### config.mk
export PLATFORM = sky130hd
export DESIGN_NAME = vpdsr_access
export DESIGN_NICKNAME = d
export VERILOG_FILES = /design/src/verilog/vpdsr_pkg.sv /design/src/verilog/vpdsr_access.sv
export VERILOG_INCLUDE_DIRS = /design/src /design/src/verilog
export SDC_FILE = /design/constraint.sdc
export NUM_CORES = 1
export LEC_CHECK = 0
export BUFFER_PORTS_ARGS = -buffer_cell sky130_fd_sc_hd__buf_4
export CORE_MARGIN = 2
export CORE_UTILIZATION = 59
export CTS_CLUSTER_SIZE = 14
export DETAILED_ROUTE_END_ITERATION = 12
export PLACE_DENSITY = 0.88
export SYNTH_ARGS = -nofsm -noshare
export SYNTH_HDL_FRONTEND = slang
export SYNTH_SLANG_ARGS = --single-unit
export TNS_END_PERCENT = 30
### constraint.sdc
create_clock -name mclk -period 2.4 [get_ports mclk]
set_input_delay 0.12 -clock mclk [delete_from_list [all_inputs] [get_ports mclk]]
set_output_delay 0.12 -clock mclk [all_outputs]
set_load 0.03 [all_outputs]
### src/verilog/vpdsr_cfg.svh
`ifndef VPDSR_CFG_SVH
`define VPDSR_CFG_SVH
// ****************************************
// register map (byte address = 4 * index)
// ****************************************
`define VPDSR_AF_IDX 12'h0E6
`define VPDSR_DATA_IDX 12'h0E8
`define VPDSR_AF_ADDR 12'h398
`define VPDSR_DATA_ADDR 12'h3A0
// address/flag fields and reset values
`define VPDSR_AF_FLAG_BIT 15
`define VPDSR_AF_ADDR_W 9
`define VPDSR_AF_RST 16'h0000
`define VPDSR_DATA_RST 32'h0000_0000
// ****************************************
// product data region
// ****************************************
`define VPDSR_BASE 9'h080
`define VPDSR_END 9'h180
`define VPDSR_LAST4 9'h17C
// ****************************************
// serial rom commands and timing
// ****************************************
`define VPDSR_CMD_READ 8'h03
`define VPDSR_CMD_WRITE 8'h02
`define VPDSR_CMD_WREN 8'h06
`define VPDSR_CLK_NS 4
`define VPDSR_TWC_NS 5000000
`define VPDSR_RD_BITS 6'h38
`define VPDSR_HDR_BITS 6'h18
`define VPDSR_WREN_BITS 6'h08
`endif

### src/verilog/vpdsr_pkg.sv
`default_nettype none
package vpdsr_pkg;
  // engine states
  typedef enum logic [2:0] {
    ST_IDLE,
    ST_WREN,
    ST_GAP,
    ST_XFER,
    ST_WAIT
  } vpdsr_state_t;
  // serial rom output pins, kept together
  typedef struct packed {
    logic cs_n;
    logic sck;
    logic mosi;
  } vpdsr_srom_t;
endpackage
`default_nettype wire
### src/verilog/vpdsr_access.sv
// Local design decision: the APB slave port.
`timescale 1ns/1ps
`default_nettype none
`include "vpdsr_cfg.svh"

// Summary of operation
// - window is last 384 serial rom bytes
// - lowest 128 bytes never written
// - upper 256 bytes readable and writable
// - reads accept addresses 000h to 17Fh
// - read: address low 9, flag 0
// - rom address is byte address plus 080h
// - any byte alignment allowed
// - read done sets flag to 1
// - data byte 0 is addressed byte
// - reads always four bytes, wrapping
// - writes valid for 080h to 17Fh
// - flag 1 starts a rom write
// - write done clears flag to 0
// - bits 8:7 zero: skip, clear flag
// - writes truncated at region end
// - auto write enable when rom disabled
// - auto enable only for this path
// - writes reach only product data region; reads wrap into rom 000h-07Fh
module vpdsr_access #(
  parameter int unsigned WR_CYC = `VPDSR_TWC_NS / `VPDSR_CLK_NS  // rom write cycle wait
) (
  input wire logic mclk, // 250 MHz clock
  input wire logic rstn, // async reset, low
  input wire logic psel, // apb select
  input wire logic penable, // apb access phase
  input wire logic [11:0] paddr, // apb byte address
  input wire logic pwrite, // apb direction
  input wire logic [31:0] pwdata, // apb write data
  input wire logic [3:0] pstrb, // apb byte strobes
  output logic pready, // apb ready
  output logic [31:0] prdata, // apb read data
  output logic pslverr, // unmapped address
  output vpdsr_pkg::vpdsr_srom_t srom, // rom select, clock, data out
  input wire logic srom_miso // rom data in
);

  // ****************************************
  // state
  // ****************************************
  vpdsr_pkg::vpdsr_state_t st_reg;
  logic [8:0] addr_reg;
  logic flag_reg;
  logic [31:0] data_reg;
  logic [8:0] rom_reg;
  logic [2:0] nb_reg;
  logic op_wr_reg;
  logic wel_reg;
  logic [1:0] ph_reg;
  logic [5:0] cnt_reg;
  logic [55:0] tx_reg;
  logic [31:0] rx_reg;
  logic [20:0] wait_reg;
  logic miso_m_reg;
  logic miso_s_reg;
  logic [31:0] prdata_reg;
  logic pslverr_reg;

  // ****************************************
  // apb decode
  // ****************************************
  logic acc;
  logic sel_af;
  logic sel_data;
  logic wr_af;
  logic wr_data;
  logic idle;
  logic [8:0] new_addr;
  logic new_flag;
  logic [8:0] new_rom;
  logic wr_reject;
  logic [2:0] new_nb;
  logic bit_end;
  logic frame_end;
  logic rd_done;
  logic [31:0] rx_next;

  assign acc = psel & penable;
  assign sel_af = (paddr == `VPDSR_AF_ADDR);
  assign sel_data = (paddr == `VPDSR_DATA_ADDR);
  assign idle = (st_reg == vpdsr_pkg::ST_IDLE);
  // busy writes are dropped: the engine owns both registers while running
  assign wr_af = acc & pwrite & sel_af & pstrb[1] & idle;
  assign wr_data = acc & pwrite & sel_data & idle;

  // zero-wait slave; read data captured in the setup cycle
  assign pready = acc;
  assign prdata = prdata_reg;
  assign pslverr = pslverr_reg & acc;

  // ****************************************
  // command decode
  // ****************************************
  assign new_addr = pwdata[8:0];
  assign new_flag = pwdata[`VPDSR_AF_FLAG_BIT];
  // 9-bit sum wraps naturally at the rom end
  assign new_rom = 9'(new_addr + `VPDSR_BASE);
  // lower region or past the end never reaches the rom
  assign wr_reject = (new_addr[8:7] == 2'b00) | (new_addr >= `VPDSR_END);
  // bytes left to the region end, at most four
  assign new_nb = (new_addr <= `VPDSR_LAST4) ? 3'h4 : 3'(`VPDSR_END - new_addr);

  // ****************************************
  // bit timing: sck high in phases 2 and 3
  // ****************************************
  assign bit_end = (ph_reg == 2'h3);
  assign frame_end = bit_end & (cnt_reg == 6'h01);
  assign rd_done = frame_end & (st_reg == vpdsr_pkg::ST_XFER) & ~op_wr_reg;
  assign rx_next = {rx_reg[30:0], miso_s_reg};

  // two-flop synchroniser for the rom data pin
  always_ff @(posedge mclk or negedge rstn) begin
    if (!rstn) begin
      miso_m_reg <= 1'b0;
      miso_s_reg <= 1'b0;
    end else begin
      miso_m_reg <= srom_miso;
      miso_s_reg <= miso_m_reg;
    end
  end

  // ****************************************
  // apb read path
  // ****************************************
  always_ff @(posedge mclk or negedge rstn) begin
    if (!rstn) begin
      prdata_reg <= 32'h0000_0000;
      pslverr_reg <= 1'b0;
    end else if (psel & ~penable) begin
      pslverr_reg <= ~(sel_af | sel_data);
      if (sel_af) begin
        prdata_reg <= {16'h0000, flag_reg, 6'h00, addr_reg};
      end else if (sel_data) begin
        prdata_reg <= data_reg;
      end else begin
        prdata_reg <= 32'h0000_0000;
      end
    end
  end

  // ****************************************
  // data register: byte lanes from apb, word from rom
  // ****************************************
  // full-width reset word, so each lane takes only its own byte
  localparam logic [31:0] DATA_RST = `VPDSR_DATA_RST;
  genvar gi;
  generate
    for (gi = 0; gi < 4; gi++) begin : g_lane
      always_ff @(posedge mclk or negedge rstn) begin
        if (!rstn) begin
          data_reg[gi*8 +: 8] <= DATA_RST[gi*8 +: 8];
        end else if (rd_done) begin
          // first byte on the wire lands in byte 0
          data_reg[gi*8 +: 8] <= rx_next[(3-gi)*8 +: 8];
        end else if (wr_data & pstrb[gi]) begin
          data_reg[gi*8 +: 8] <= pwdata[gi*8 +: 8];
        end
      end
    end
  endgenerate

  // ****************************************
  // control engine
  // ****************************************
  always_ff @(posedge mclk or negedge rstn) begin
    if (!rstn) begin
      st_reg <= vpdsr_pkg::ST_IDLE;
      addr_reg <= 9'h000;
      flag_reg <= 1'b0;
      rom_reg <= 9'h000;
      nb_reg <= 3'h0;
      op_wr_reg <= 1'b0;
      wel_reg <= 1'b0;
      ph_reg <= 2'h0;
      cnt_reg <= 6'h00;
      tx_reg <= 56'h0;
      rx_reg <= 32'h0000_0000;
      wait_reg <= 21'h0;
    end else begin
      unique case (st_reg)
        vpdsr_pkg::ST_IDLE: begin
          ph_reg <= 2'h0;
          if (wr_af) begin
            addr_reg <= new_addr;
            rom_reg <= new_rom;
            nb_reg <= new_nb;
            op_wr_reg <= new_flag;
            if (!new_flag) begin
              // four bytes always, even near the end
              flag_reg <= 1'b0;
              tx_reg <= {`VPDSR_CMD_READ, 7'h00, new_rom, 32'h0};
              cnt_reg <= `VPDSR_RD_BITS;
              st_reg <= vpdsr_pkg::ST_XFER;
            end else if (wr_reject) begin
              flag_reg <= 1'b0;
            end else if (!wel_reg) begin
              // latch not set: enable the rom first
              flag_reg <= 1'b1;
              tx_reg <= {`VPDSR_CMD_WREN, 48'h0};
              cnt_reg <= `VPDSR_WREN_BITS;
              st_reg <= vpdsr_pkg::ST_WREN;
            end else begin
              flag_reg <= 1'b1;
              tx_reg <= {`VPDSR_CMD_WRITE, 7'h00, new_rom, data_reg[7:0], data_reg[15:8],
                         data_reg[23:16], data_reg[31:24]};
              cnt_reg <= 6'(`VPDSR_HDR_BITS + {new_nb, 3'h0});
              st_reg <= vpdsr_pkg::ST_XFER;
            end
          end
        end
        vpdsr_pkg::ST_WREN,
        vpdsr_pkg::ST_XFER: begin
          ph_reg <= ph_reg + 2'h1;
          if (bit_end) begin
            tx_reg <= {tx_reg[54:0], 1'b0};
            rx_reg <= rx_next;
            cnt_reg <= cnt_reg - 6'h01;
          end
          if (frame_end) begin
            if (st_reg == vpdsr_pkg::ST_WREN) begin
              wel_reg <= 1'b1;
              st_reg <= vpdsr_pkg::ST_GAP;
            end else if (op_wr_reg) begin
              // the rom drops its enable latch after a write
              wel_reg <= 1'b0;
              wait_reg <= 21'(WR_CYC);
              st_reg <= vpdsr_pkg::ST_WAIT;
            end else begin
              flag_reg <= 1'b1;
              st_reg <= vpdsr_pkg::ST_IDLE;
            end
          end
        end
        vpdsr_pkg::ST_GAP: begin
          // select stays high for one bit time between frames
          ph_reg <= ph_reg + 2'h1;
          if (bit_end) begin
            tx_reg <= {`VPDSR_CMD_WRITE, 7'h00, rom_reg, data_reg[7:0], data_reg[15:8],
                       data_reg[23:16], data_reg[31:24]};
            cnt_reg <= 6'(`VPDSR_HDR_BITS + {nb_reg, 3'h0});
            st_reg <= vpdsr_pkg::ST_XFER;
          end
        end
        vpdsr_pkg::ST_WAIT: begin
          // no status poll of the rom: fixed worst-case write time
          wait_reg <= wait_reg - 21'h1;
          if (wait_reg <= 21'h1) begin
            flag_reg <= 1'b0;
            st_reg <= vpdsr_pkg::ST_IDLE;
          end
        end
      endcase
    end
  end

  // ****************************************
  // serial rom pins, registered
  // ****************************************
  always_ff @(posedge mclk or negedge rstn) begin
    if (!rstn) begin
      srom <= '{cs_n: 1'b1, sck: 1'b0, mosi: 1'b0};
    end else begin
      srom.cs_n <= ~((st_reg == vpdsr_pkg::ST_XFER) | (st_reg == vpdsr_pkg::ST_WREN));
      srom.sck <= ((st_reg == vpdsr_pkg::ST_XFER) | (st_reg == vpdsr_pkg::ST_WREN)) & ph_reg[1];
      srom.mosi <= tx_reg[55];
    end
  end
endmodule // vpdsr_access
`default_nettype wire

==> results of run 1 <==
## final cells by class
class	count	area [um2]
Clock inverter	8	143
Tap cell	211	264
Timing Repair Buffer	159	1370
Sequential cell	206	5160
Clock buffer	32	639
Multi-Input combinational cell	619	3870
Fill cell	919	3770
Inverter	12	45.0
## synthesized netlist by cell type, types with 3 or more instances
cell,count
sky130_fd_sc_hd__ha_1,10
sky130_fd_sc_hd__a31oi_1,4
sky130_fd_sc_hd__or3_1,7
sky130_fd_sc_hd__o22ai_1,3
sky130_fd_sc_hd__nand4_1,5
sky130_fd_sc_hd__a21oi_1,43
sky130_fd_sc_hd__nand3_1,26
sky130_fd_sc_hd__xor2_1,11
sky130_fd_sc_hd__a22oi_1,10
sky130_fd_sc_hd__o31ai_1,4
sky130_fd_sc_hd__nand4b_1,3
sky130_fd_sc_hd__nand2_1,115
sky130_fd_sc_hd__nand2b_1,4
sky130_fd_sc_hd__dfrtp_1,205
sky130_fd_sc_hd__mux2i_1,32
sky130_fd_sc_hd__a31o_2,4
sky130_fd_sc_hd__buf_1,5
sky130_fd_sc_hd__nor3_1,12
sky130_fd_sc_hd__nor2b_1,3
sky130_fd_sc_hd__mux2_2,40
sky130_fd_sc_hd__nor4_1,3
sky130_fd_sc_hd__and2_1,3
sky130_fd_sc_hd__inv_1,12
sky130_fd_sc_hd__and3_1,3
sky130_fd_sc_hd__or2_2,4
sky130_fd_sc_hd__xnor2_1,3
sky130_fd_sc_hd__nor2_1,122
sky130_fd_sc_hd__clkbuf_1,43
sky130_fd_sc_hd__o21ai_0,71
sky130_fd_sc_hd__a221oi_1,32
sky130_fd_sc_hd__buf_2,10
sky130_fd_sc_hd__or4_1,4
sky130_fd_sc_hd__a222oi_1,9
## kinds of logic (layout without fill, tap and decap cells)
group,after synthesis,in the layout
XOR/XNOR,14,14
AO/OA/AOI/OAI,194,194
adder cells (fa/ha/maj),10,10
multiplexers,72,72
AND/OR/NAND/NOR,329,329
buffers and inverters,70,211
flip-flops,206,206
## per-layer routing
| metal | global-route usage [%] | part of all wire, % | wire length [um] | up-vias |
|---|---|---|---|---|
| li1 | - | - | - | 3419 |
| met1 | 39.6 | 39 | 9650 | 3842 |
| met2 | 49.9 | 50 | 12400 | 423 |
| met3 | 4.71 | 6.6 | 1620 | 89 |
| met4 | 13.7 | 4.0 | 998 | 0 |
| met5 | 0 | 0 | 0 | - |
## worst max-delay path: cells and delay by family, from the launching register on
family                   cells  cell delay [ns]
buffers and inverters        2             0.31
AND/OR/NAND/NOR              4             0.99
AO/OA/AOI/OAI                1             0.43
adder cells (fa/ha/maj)      1             0.15
flip-flops                   1             0.41
## report_power, final
group	internal, mW	switching, mW
Sequential	4.24	0.603
Clock	2.28	1.41
Combinational	1.28	1.83
## repair_timing
action	4_1_cts	5_1_grt
endpoints found under the hold margin	111	0
buffers inserted	0	0
gates resized for setup	0	9
setup endpoints to repair	10	32
hold buffers	34	0
## path summary, 6_finish.rpt
path                            cells after the start                       end              startpoint
worst max-delay path                                8  wait_reg[20]$_DFFE_PN0P_  cnt_reg[1]$_DFFE_PN0P_
worst min-delay path                                3   pslverr_reg$_DFFE_PN0P_                    psel
max in group asynchronous                           3    prdata[20]$_DFFE_PN0P_                    rstn
worst max register to register                      8  wait_reg[20]$_DFFE_PN0P_  cnt_reg[1]$_DFFE_PN0P_
worst min register to register                      0         srom[0]$_DFF_PN0_  tx_reg[55]$_DFFE_PN0P_
min in group asynchronous                           2    cnt_reg[5]$_DFFE_PN0P_                    rstn
==> impl_metrics.yaml, run 1 <==
critical_path:
  startpoint_type: "flop"
  critical-path-slowest-cell: "sky130_fd_sc_hd__or3_2"
  endpoint_required_time_on_the_critical_path_ns: 2.83
  regToRegSetupSlack_ns: 0.04
  criticalPathCategory: "flop to flop"
  setup.worst_path.end_class: "flop"
  critical_path_arrival_ns: 2.79
  cp_max_stage_delay_ns: 0.47
  cp_cell_sequence: "inv_1 -> ha_1 -> nand3b_1 -> buf_4 -> o31ai_4 -> nand4_2 -> or3_2 -> nand3_1"
  critical_path.max_fanout: 10
logic_synthesis:
  main_combinational_cell_family_by_area_after_synthesis: "simple AND/OR/NAND/NOR gates"
  synth.area.top_cells: "sky130_fd_sc_hd__dfrtp_1 (56%), sky130_fd_sc_hd__nor2_1 (5.0%), sky130_fd_sc_hd__mux2_2 (4.9%)"
  post_synth.cell_area_avg_um2: 10.3
  postSynthRegisterBits: 206
  synth_xor_area_share_pct: 1.33
  mappedNetlistArea_um2: 9220
  yosysUniqueCellTypes: 56
  most_frequently_used_flop_master_after_synthesis: "sky130_fd_sc_hd__dfrtp_1"
  sequential_fraction_of_the_synthesis_area_pct: 55.9
  synthArstFlopShare_pct: 100
  synthCells: 895
  synth_top_cell_area_share_pct: 55.6
  netlist.top_cell.by_area: "sky130_fd_sc_hd__dfrtp_1"
  syn_nets: 959
  synth_compound_gate_area_share_pct: 13.8
  synth.area.mux_share_pct: 8.36
  ys_warn_count: 0
  synth_enable_flop_cells: 0
  yosys.area_share.simple_pct: 16.2
  synthAdderAreaFrac_pct: 1.36
clock_tree:
  worst_skew_pair_later_pin_latency_ns: 0.51
  clock_path_buffers: 3
  cts.reportedPaths.clkPinSlew_ns: 0.07
  tritoncts_buffers: 22
  clock_tree.htree_level_count: 1
  clock_sink_count: 206
  cts_tree: "yes"
  clk_root_buffer_cell: "sky130_fd_sc_hd__clkbuf_16"
final_layout:
  final_net_count: 1084
  antennaDiodeCount: 0
  drive_gt1_share_pct: 22.2
  commonest_cells_after_routing_fill_and_taps_aside: "sky130_fd_sc_hd__dfrtp_1 (204), sky130_fd_sc_hd__nor2_1 (122), sky130_fd_sc_hd__buf_4 (116)"
  mostFrequentLayoutCell: "sky130_fd_sc_hd__dfrtp_1"
  synthToLayoutAreaGrowth_pct: 24.5
  post_layout_nonfiller_instances: 1247
  flip_flop_count_of_the_largest_register_all_copies_and_words_added: 56
  final_area_um2: 11500
  fin_util_pct: 75.3
pwr:
  fin_total_pwr_mw: 11.6
  p_leak_nw: 5.25
  cellPowerDensity_nw_per_um2: 1010
  vdd_ir_drop_max_mv: 0.685
sta:
  tns_ns: 0
  slew_violations: 0
  finalSetupViolCount: 0
  worst_slew_pin_slew_ns: 0.653
  clock-skew-final_ns: 0.0145
  fmax_mhz: 424
  relSlewSlack_pct: 56.5
  setup_slack_ns: 0.0412
  rsz0062_at_grt: "true"
  layout_worst_path_cycle_share_pct: 98.3
  hold_worst_slack_ns: 0.0377
  hold_viol_final: 0
  post-route-min-period_ns: 2.36
global_route:
  grt_antenna_before_repair: 0
  grt_pass1_wl_mm: 39.8
  tot_gr_track_use_pct: 30.1
  overflow: 0
  grt_pass1_vias: 7863
  pin_count_of_the_biggest_net_entering_global_routing: 71
die:
  fp.dieArea_um2: 16600
  start_util_pct: 60.4
  boundaryPins: 91
  die_height_um: 129
  fp.coreArea_um2: 15300
  horizontal_die_dimension_um: 129
  core.rowCount: 45
placed_design:
  numPlacedInstances: 1173
  dpl.hpwl_mm: 14.5
  place_ws_ns: 0.0141
  gp_congestion: 0.902
  detailed_place.area_um2: 10300
  portBuffers: 90
drt:
  number_of_nets_still_failing_antenna_checks_after_routing: 0
  drt_iter0_drc: 1085
  vias: 7773
  drt-vias-per-instance: 6.23
  routedWlPerCell_um: 19.8
  post-route-drc-count: 0
  drt_first_pass_iters: 5
  postRouteWirelength_mm: 24.7
worst_hold_path:
  timing.hold.worst.class: "primary input to flop"
run_status:
  run_status: "finished, final reports clean"
flow_run:
  max_cap_violations: 0
No activity file was read; power rests on OpenSTA's default activity.
==> inputs of run 2 (changes only) <==
--- a/config.mk
+++ b/config.mk
@@ -8,10 +8,10 @@
 export LEC_CHECK = 0
 export BUFFER_PORTS_ARGS = -buffer_cell sky130_fd_sc_hd__buf_4
 export CORE_MARGIN = 2
-export CORE_UTILIZATION = 59
+export CORE_UTILIZATION = 60
 export CTS_CLUSTER_SIZE = 14
 export DETAILED_ROUTE_END_ITERATION = 12
-export PLACE_DENSITY = 0.88
+export PLACE_DENSITY = 0.89
 export SYNTH_ARGS = -nofsm -noshare
 export SYNTH_HDL_FRONTEND = slang
 export SYNTH_SLANG_ARGS = --single-unit
==> constraint.sdc (replaced) <==
create_clock -name mclk -period 2.9 [get_ports mclk]
set_input_delay 0.145 -clock mclk [delete_from_list [all_inputs] [get_ports mclk]]
set_output_delay 0.145 -clock mclk [all_outputs]
set_load 0.03 [all_outputs]
==> run 2 against run 1 <==
Compared with the run above: first-iteration DRC count is 33% lower; utilization is 1.2 points lower; setup slack better by 0.34 ns; fmax is 6.5% lower; non-clock buffer count is 19 lower; hold slack better by 0.15 ns; routed wire length is 5.1% lower; register-to-register slack better by 0.34 ns; critical path type unchanged; via count is 2.4% lower; cell area is 2.7% lower; combinational power is 26% lower; critical path depth is 1 lower.
==> impl_metrics.yaml, run 2 (synthesis gave the netlist of run 1 again) <==
sta:
  post-route-min-period_ns: 2.52
  fmax_mhz: 396
  hold_viol_final: 0
  finalSetupViolCount: 0
  clock-skew-final_ns: 0.0257
  relSlewSlack_pct: 18.3
  tns_ns: 0
  slew_violations: 0
  rsz0062_at_grt: "false"
  layout_worst_path_cycle_share_pct: 87.0
  worst_slew_pin_slew_ns: 1.22
  hold_worst_slack_ns: 0.192
drt:
  postRouteWirelength_mm: 23.4
  drt-vias-per-instance: 6.30
  post-route-drc-count: 0
  drt_first_pass_iters: 5
  number_of_nets_still_failing_antenna_checks_after_routing: 0
  vias: 7583
  routedWlPerCell_um: 19.5
  drt_iter0_drc: 732
placed_design:
  gp_congestion: 0.911
  dpl.hpwl_mm: 14.3
  portBuffers: 90
die:
  fp.coreArea_um2: 15100
  boundaryPins: 91
  fp.dieArea_um2: 16400
  die_height_um: 128
  horizontal_die_dimension_um: 128
  core.rowCount: 45
  start_util_pct: 61.1
clock_tree:
  cts.reportedPaths.clkPinSlew_ns: 0.07
  tritoncts_buffers: 21
  worst_skew_pair_later_pin_latency_ns: 0.51
  clock_path_buffers: 3
  clock_tree.htree_level_count: 1
  clock_sink_count: 206
  post_cts_hold_buffer_count: 34
  cts_setup_buffers: 0
  cts_tree: "yes"
  clk_root_buffer_cell: "sky130_fd_sc_hd__clkbuf_16"
  post_cts_resize_count: 0
critical_path:
  critical_path.max_fanout: 27
  criticalPathCategory: "flop to flop"
  endpoint_required_time_on_the_critical_path_ns: 3.31
  critical_path_arrival_ns: 2.93
  startpoint_type: "flop"
  setup.worst_path.end_class: "flop"
final_layout:
  fill_cells: 950
  synthToLayoutAreaGrowth_pct: 21.2
  commonest_cells_after_routing_fill_and_taps_aside: "sky130_fd_sc_hd__dfrtp_1 (205), sky130_fd_sc_hd__nor2_1 (122), sky130_fd_sc_hd__nand2_1 (115)"
  drive_gt1_share_pct: 20.4
  final_net_count: 1064
  flip_flop_count_of_the_largest_register_all_copies_and_words_added: 56
  antennaDiodeCount: 0
  mostFrequentLayoutCell: "sky130_fd_sc_hd__dfrtp_1"
global_route:
  grt_pass1_vias: 7508
  grt_antenna_before_repair: 0
  overflow: 0
  grt_pass1_wl_mm: 38.0
  tot_gr_track_use_pct: 29.1
  pin_count_of_the_biggest_net_entering_global_routing: 83
run_status:
  run_status: "finished, final reports clean"
pwr:
  fin_total_pwr_mw: 9.19
  p_leak_nw: 5.12
  cellPowerDensity_nw_per_um2: 822
  vdd_ir_drop_max_mv: 0.599
flow_run:
  max_cap_violations: 0
worst_hold_path:
  timing.hold.worst.class: "primary input to flop"
==> run 2: final timing paths <==
kind | startpoint | to | slack, ns | cells past startpoint
worst max-delay path | st_reg[0]$_DFFE_PN0P_ | data_reg[29]$_DFFE_PN0P_ | 0.38 | 7
worst min-delay path | pstrb[2] | data_reg[16]$_DFFE_PN0P_ | 0.19 | 3
worst max register to register | st_reg[0]$_DFFE_PN0P_ | data_reg[29]$_DFFE_PN0P_ | 0.38 | 7
worst min register to register | miso_m_reg$_DFF_PN0_ | miso_s_reg$_DFF_PN0_ | 0.36 | 0
max in group asynchronous | rstn | srom[2]$_DFF_PN1_ | 1.84 | 3
min in group asynchronous | rstn | addr_reg[0]$_DFFE_PN0P_ | 0.26 | 2
==> run 2: layout make-up <==
cell class | instances | area, um2 | area share (%)
Clock buffer | 30 | 609 | 5.45
Clock inverter | 8 | 119 | 1.06
Tap cell | 188 | 235 | 2.10
Timing Repair Buffer | 140 | 1180 | 10.6
Inverter | 12 | 45.0 | 0.403
Sequential cell | 206 | 5160 | 46.1
Multi-Input combinational cell | 619 | 3830 | 34.3
==> run 2: worst max-delay path, stage by stage, from the launching register on <==
cell and delay, ns:
sky130_fd_sc_hd__dfrtp_1 0.63, sky130_fd_sc_hd__nor2b_4 0.24, sky130_fd_sc_hd__inv_1 0.14, sky130_fd_sc_hd__nor4_2 0.56
sky130_fd_sc_hd__buf_12 0.29, sky130_fd_sc_hd__a31o_2 0.33, sky130_fd_sc_hd__nor2_1 0.07, sky130_fd_sc_hd__a21oi_1 0.15
==> run 2: through the flow <==
step                util [%]  cell area, um2  std cells  setup slack, ns
global route            74.1           11200       1203            0.173
finish                  74.1           11200       1203            0.377
global placement        67.0           10100       1131            0.483
CTS                     74.1           11200       1203            0.410
floorplan                  -            9220        895            0.764
detailed placement      67.0           10100       1131            0.368
==> run 2: layer usage <==
layer	vias to the layer above	track usage, %	share of wire, %
met5	-	0	0
met4	0	10.0	3.0
met3	66	3.76	6.3
met2	322	49.4	51
met1	3809	39.2	40
li1	3386	-	-
==> run 2: where the power goes <==
group          total, mW  internal, mW  switching (mW)
registers           4.04          3.51           0.534
clock network       2.85          1.73            1.12
logic               2.29         0.925            1.37
==> inputs of run 3 (changes only) <==
--- a/config.mk
+++ b/config.mk
@@ -11,7 +11,8 @@
 export CORE_UTILIZATION = 60
 export CTS_CLUSTER_SIZE = 14
 export DETAILED_ROUTE_END_ITERATION = 12
-export PLACE_DENSITY = 0.89
+export PLACE_DENSITY = 0.79
+export SKIP_LAST_GASP = 1
 export SYNTH_ARGS = -nofsm -noshare
 export SYNTH_HDL_FRONTEND = slang
 export SYNTH_SLANG_ARGS = --single-unit
==> run 3 against run 2 <==
Compared with the run above: clock skew fell by 0.018 ns; critical path depth unchanged; sequential share of layout area shrank 0.76 points; clock-buffer cell count decreased by 4; combinational power increased by 3%; flip-flop and latch count is the same; clock power is 11% higher.
==> impl_metrics.yaml, run 3 (synthesis gave the netlist of run 1 again) <==
run_status:
  run_status: "finished, final reports clean"
sta:
  rsz0062_at_grt: "false"
  layout_worst_path_cycle_share_pct: 88.5
  tns_ns: 0
  slew_violations: 0
  clock-skew-final_ns: 0.00723
  post-route-min-period_ns: 2.57
  relSlewSlack_pct: 26.8
  fmax_mhz: 390
  finalSetupViolCount: 0
  hold_viol_final: 0
  worst_slew_pin_slew_ns: 1.10
global_route:
  grt_pass1_wl_mm: 37.0
  grt_pass1_vias: 7215
  overflow: 0
  grt_antenna_before_repair: 0
  tot_gr_track_use_pct: 28.1
  pin_count_of_the_biggest_net_entering_global_routing: 97
drt:
  vias: 7327
  postRouteWirelength_mm: 22.4
  drt_first_pass_iters: 5
  drt-vias-per-instance: 6.05
  number_of_nets_still_failing_antenna_checks_after_routing: 0
  drt_iter0_drc: 641
  post-route-drc-count: 0
  routedWlPerCell_um: 18.5
clock_tree:
  worst_skew_pair_later_pin_latency_ns: 0.50
  clock_tree.htree_level_count: 1
  tritoncts_buffers: 22
  post_cts_resize_count: 0
  clock_path_buffers: 3
  clock_sink_count: 206
  cts_tree: "yes"
  cts.reportedPaths.clkPinSlew_ns: 0.06
  clk_root_buffer_cell: "sky130_fd_sc_hd__clkbuf_16"
critical_path:
  cpLargestDelayFamily: "simple AND/OR/NAND/NOR gates"
  startpoint_type: "flop"
  cp_cell_sequence: "ha_1 -> nand3b_1 -> nor4_2 -> buf_12 -> a31o_2 -> nor2_1 -> a21oi_1"
  endpoint_required_time_on_the_critical_path_ns: 3.31
  path_buf_inv: 1
  cp_max_stage_delay_ns: 0.43
  critical_path_arrival_ns: 2.97
  critical_path.max_fanout: 36
  critical_path_cell_count: 7
  criticalPathCategory: "flop to flop"
  setup.worst_path.end_class: "flop"
  critical-path-slowest-cell: "sky130_fd_sc_hd__nor4_2"
  worst-r2r-cell-count: 7
die:
  core.rowCount: 45
  start_util_pct: 61.1
  boundaryPins: 91
  horizontal_die_dimension_um: 128
  fp.dieArea_um2: 16400
  die_height_um: 128
  fp.coreArea_um2: 15100
final_layout:
  mostFrequentLayoutCell: "sky130_fd_sc_hd__dfrtp_1"
  synthToLayoutAreaGrowth_pct: 23.2
  antennaDiodeCount: 0
  commonest_cells_after_routing_fill_and_taps_aside: "sky130_fd_sc_hd__dfrtp_1 (205), sky130_fd_sc_hd__nor2_1 (122), sky130_fd_sc_hd__nand2_1 (115)"
  final_net_count: 1072
  drive_gt1_share_pct: 21.4
  flip_flop_count_of_the_largest_register_all_copies_and_words_added: 56
flow_run:
  max_cap_violations: 0
pwr:
  p_leak_nw: 5.21
  cellPowerDensity_nw_per_um2: 837
  fin_total_pwr_mw: 9.51
  vdd_ir_drop_max_mv: 0.618
placed_design:
  dpl.hpwl_mm: 14.0
  portBuffers: 90
  gp_congestion: 0.880
worst_hold_path:
  timing.hold.worst.class: "primary input to flop"
  hold_path_depth: 3
-- run 3: layout make-up --
class                   instances  area, um2
fillers                       997       3730
clock buffers                  26        597
well taps                     188        235
inverters                      12       45.0
flip-flops and latches        206       5160
clock inverters                14        230
multi-input cells             619       3830
repair buffers                147       1270
-- run 3: worst paths after layout --
| kind | end | startpoint | slack [ns] |
|---|---|---|---|
| setup / recovery | data_reg[18]$_DFFE_PN0P_ | ph_reg[1]$_DFFE_PN0P_ | 0.33 |
| hold / removal | addr_reg[0]$_DFFE_PN0P_ | pwdata[0] | 0.02 |
| setup reg to reg | data_reg[18]$_DFFE_PN0P_ | ph_reg[1]$_DFFE_PN0P_ | 0.33 |
| hold reg to reg | miso_s_reg$_DFF_PN0_ | miso_m_reg$_DFF_PN0_ | 0.35 |
| max in group asynchronous | addr_reg[3]$_DFFE_PN0P_ | rstn | 1.84 |
| min in group asynchronous | wait_reg[16]$_DFFE_PN0P_ | rstn | 0.28 |
-- run 3: routing by layer --
layer  vias to the layer above  global-route usage, %  routed length [um]
met5                         -                      0                   0
met1                      3624                   39.0                9480
met4                         0                   8.73                 656
met2                       242                   47.0               11200
li1                       3407                      -                   -
met3                        54                   3.51                1100
-- run 3: worst register-to-register path, cell delays in order (launching register included) --
cell                       delay, ns
sky130_fd_sc_hd__dfrtp_1        0.39
sky130_fd_sc_hd__ha_1           0.37
sky130_fd_sc_hd__nand3b_1       0.30
sky130_fd_sc_hd__nor4_2         0.43
sky130_fd_sc_hd__buf_12         0.33
sky130_fd_sc_hd__a31o_2         0.39
sky130_fd_sc_hd__nor2_1         0.10
sky130_fd_sc_hd__a21oi_1        0.17
-- run 3: metrics by stage --
| step | hold WS [ns] | std cells | utilization [%] | area [um2] | setup WS, ns |
|---|---|---|---|---|---|
| global placement | 0.263 | 1139 | 67.6 | 10200 | 0.554 |
| floorplan | -0.151 | 895 | - | 9220 | 0.764 |
| CTS | 0.00708 | 1212 | 75.3 | 11400 | 0.378 |
| finish | 0.0162 | 1212 | 75.3 | 11400 | 0.334 |
| global route | 0.00823 | 1212 | 75.3 | 11400 | 0.182 |
| detailed placement | 0.263 | 1139 | 67.6 | 10200 | 0.477 |
-- run 3: timing repair --
action                                  in CTS  in global routing
hold buffers                                33                  0
endpoints found under the hold margin      125                  0
buffers inserted                             0                  0
endpoints found under the setup margin       0                  0
-- run 3: report_power, final --
group          switching [mW]  total [mW]  internal, mW
combinational            1.38        2.36         0.978
clock                    1.15        3.16          2.01
sequential              0.478        3.99          3.51
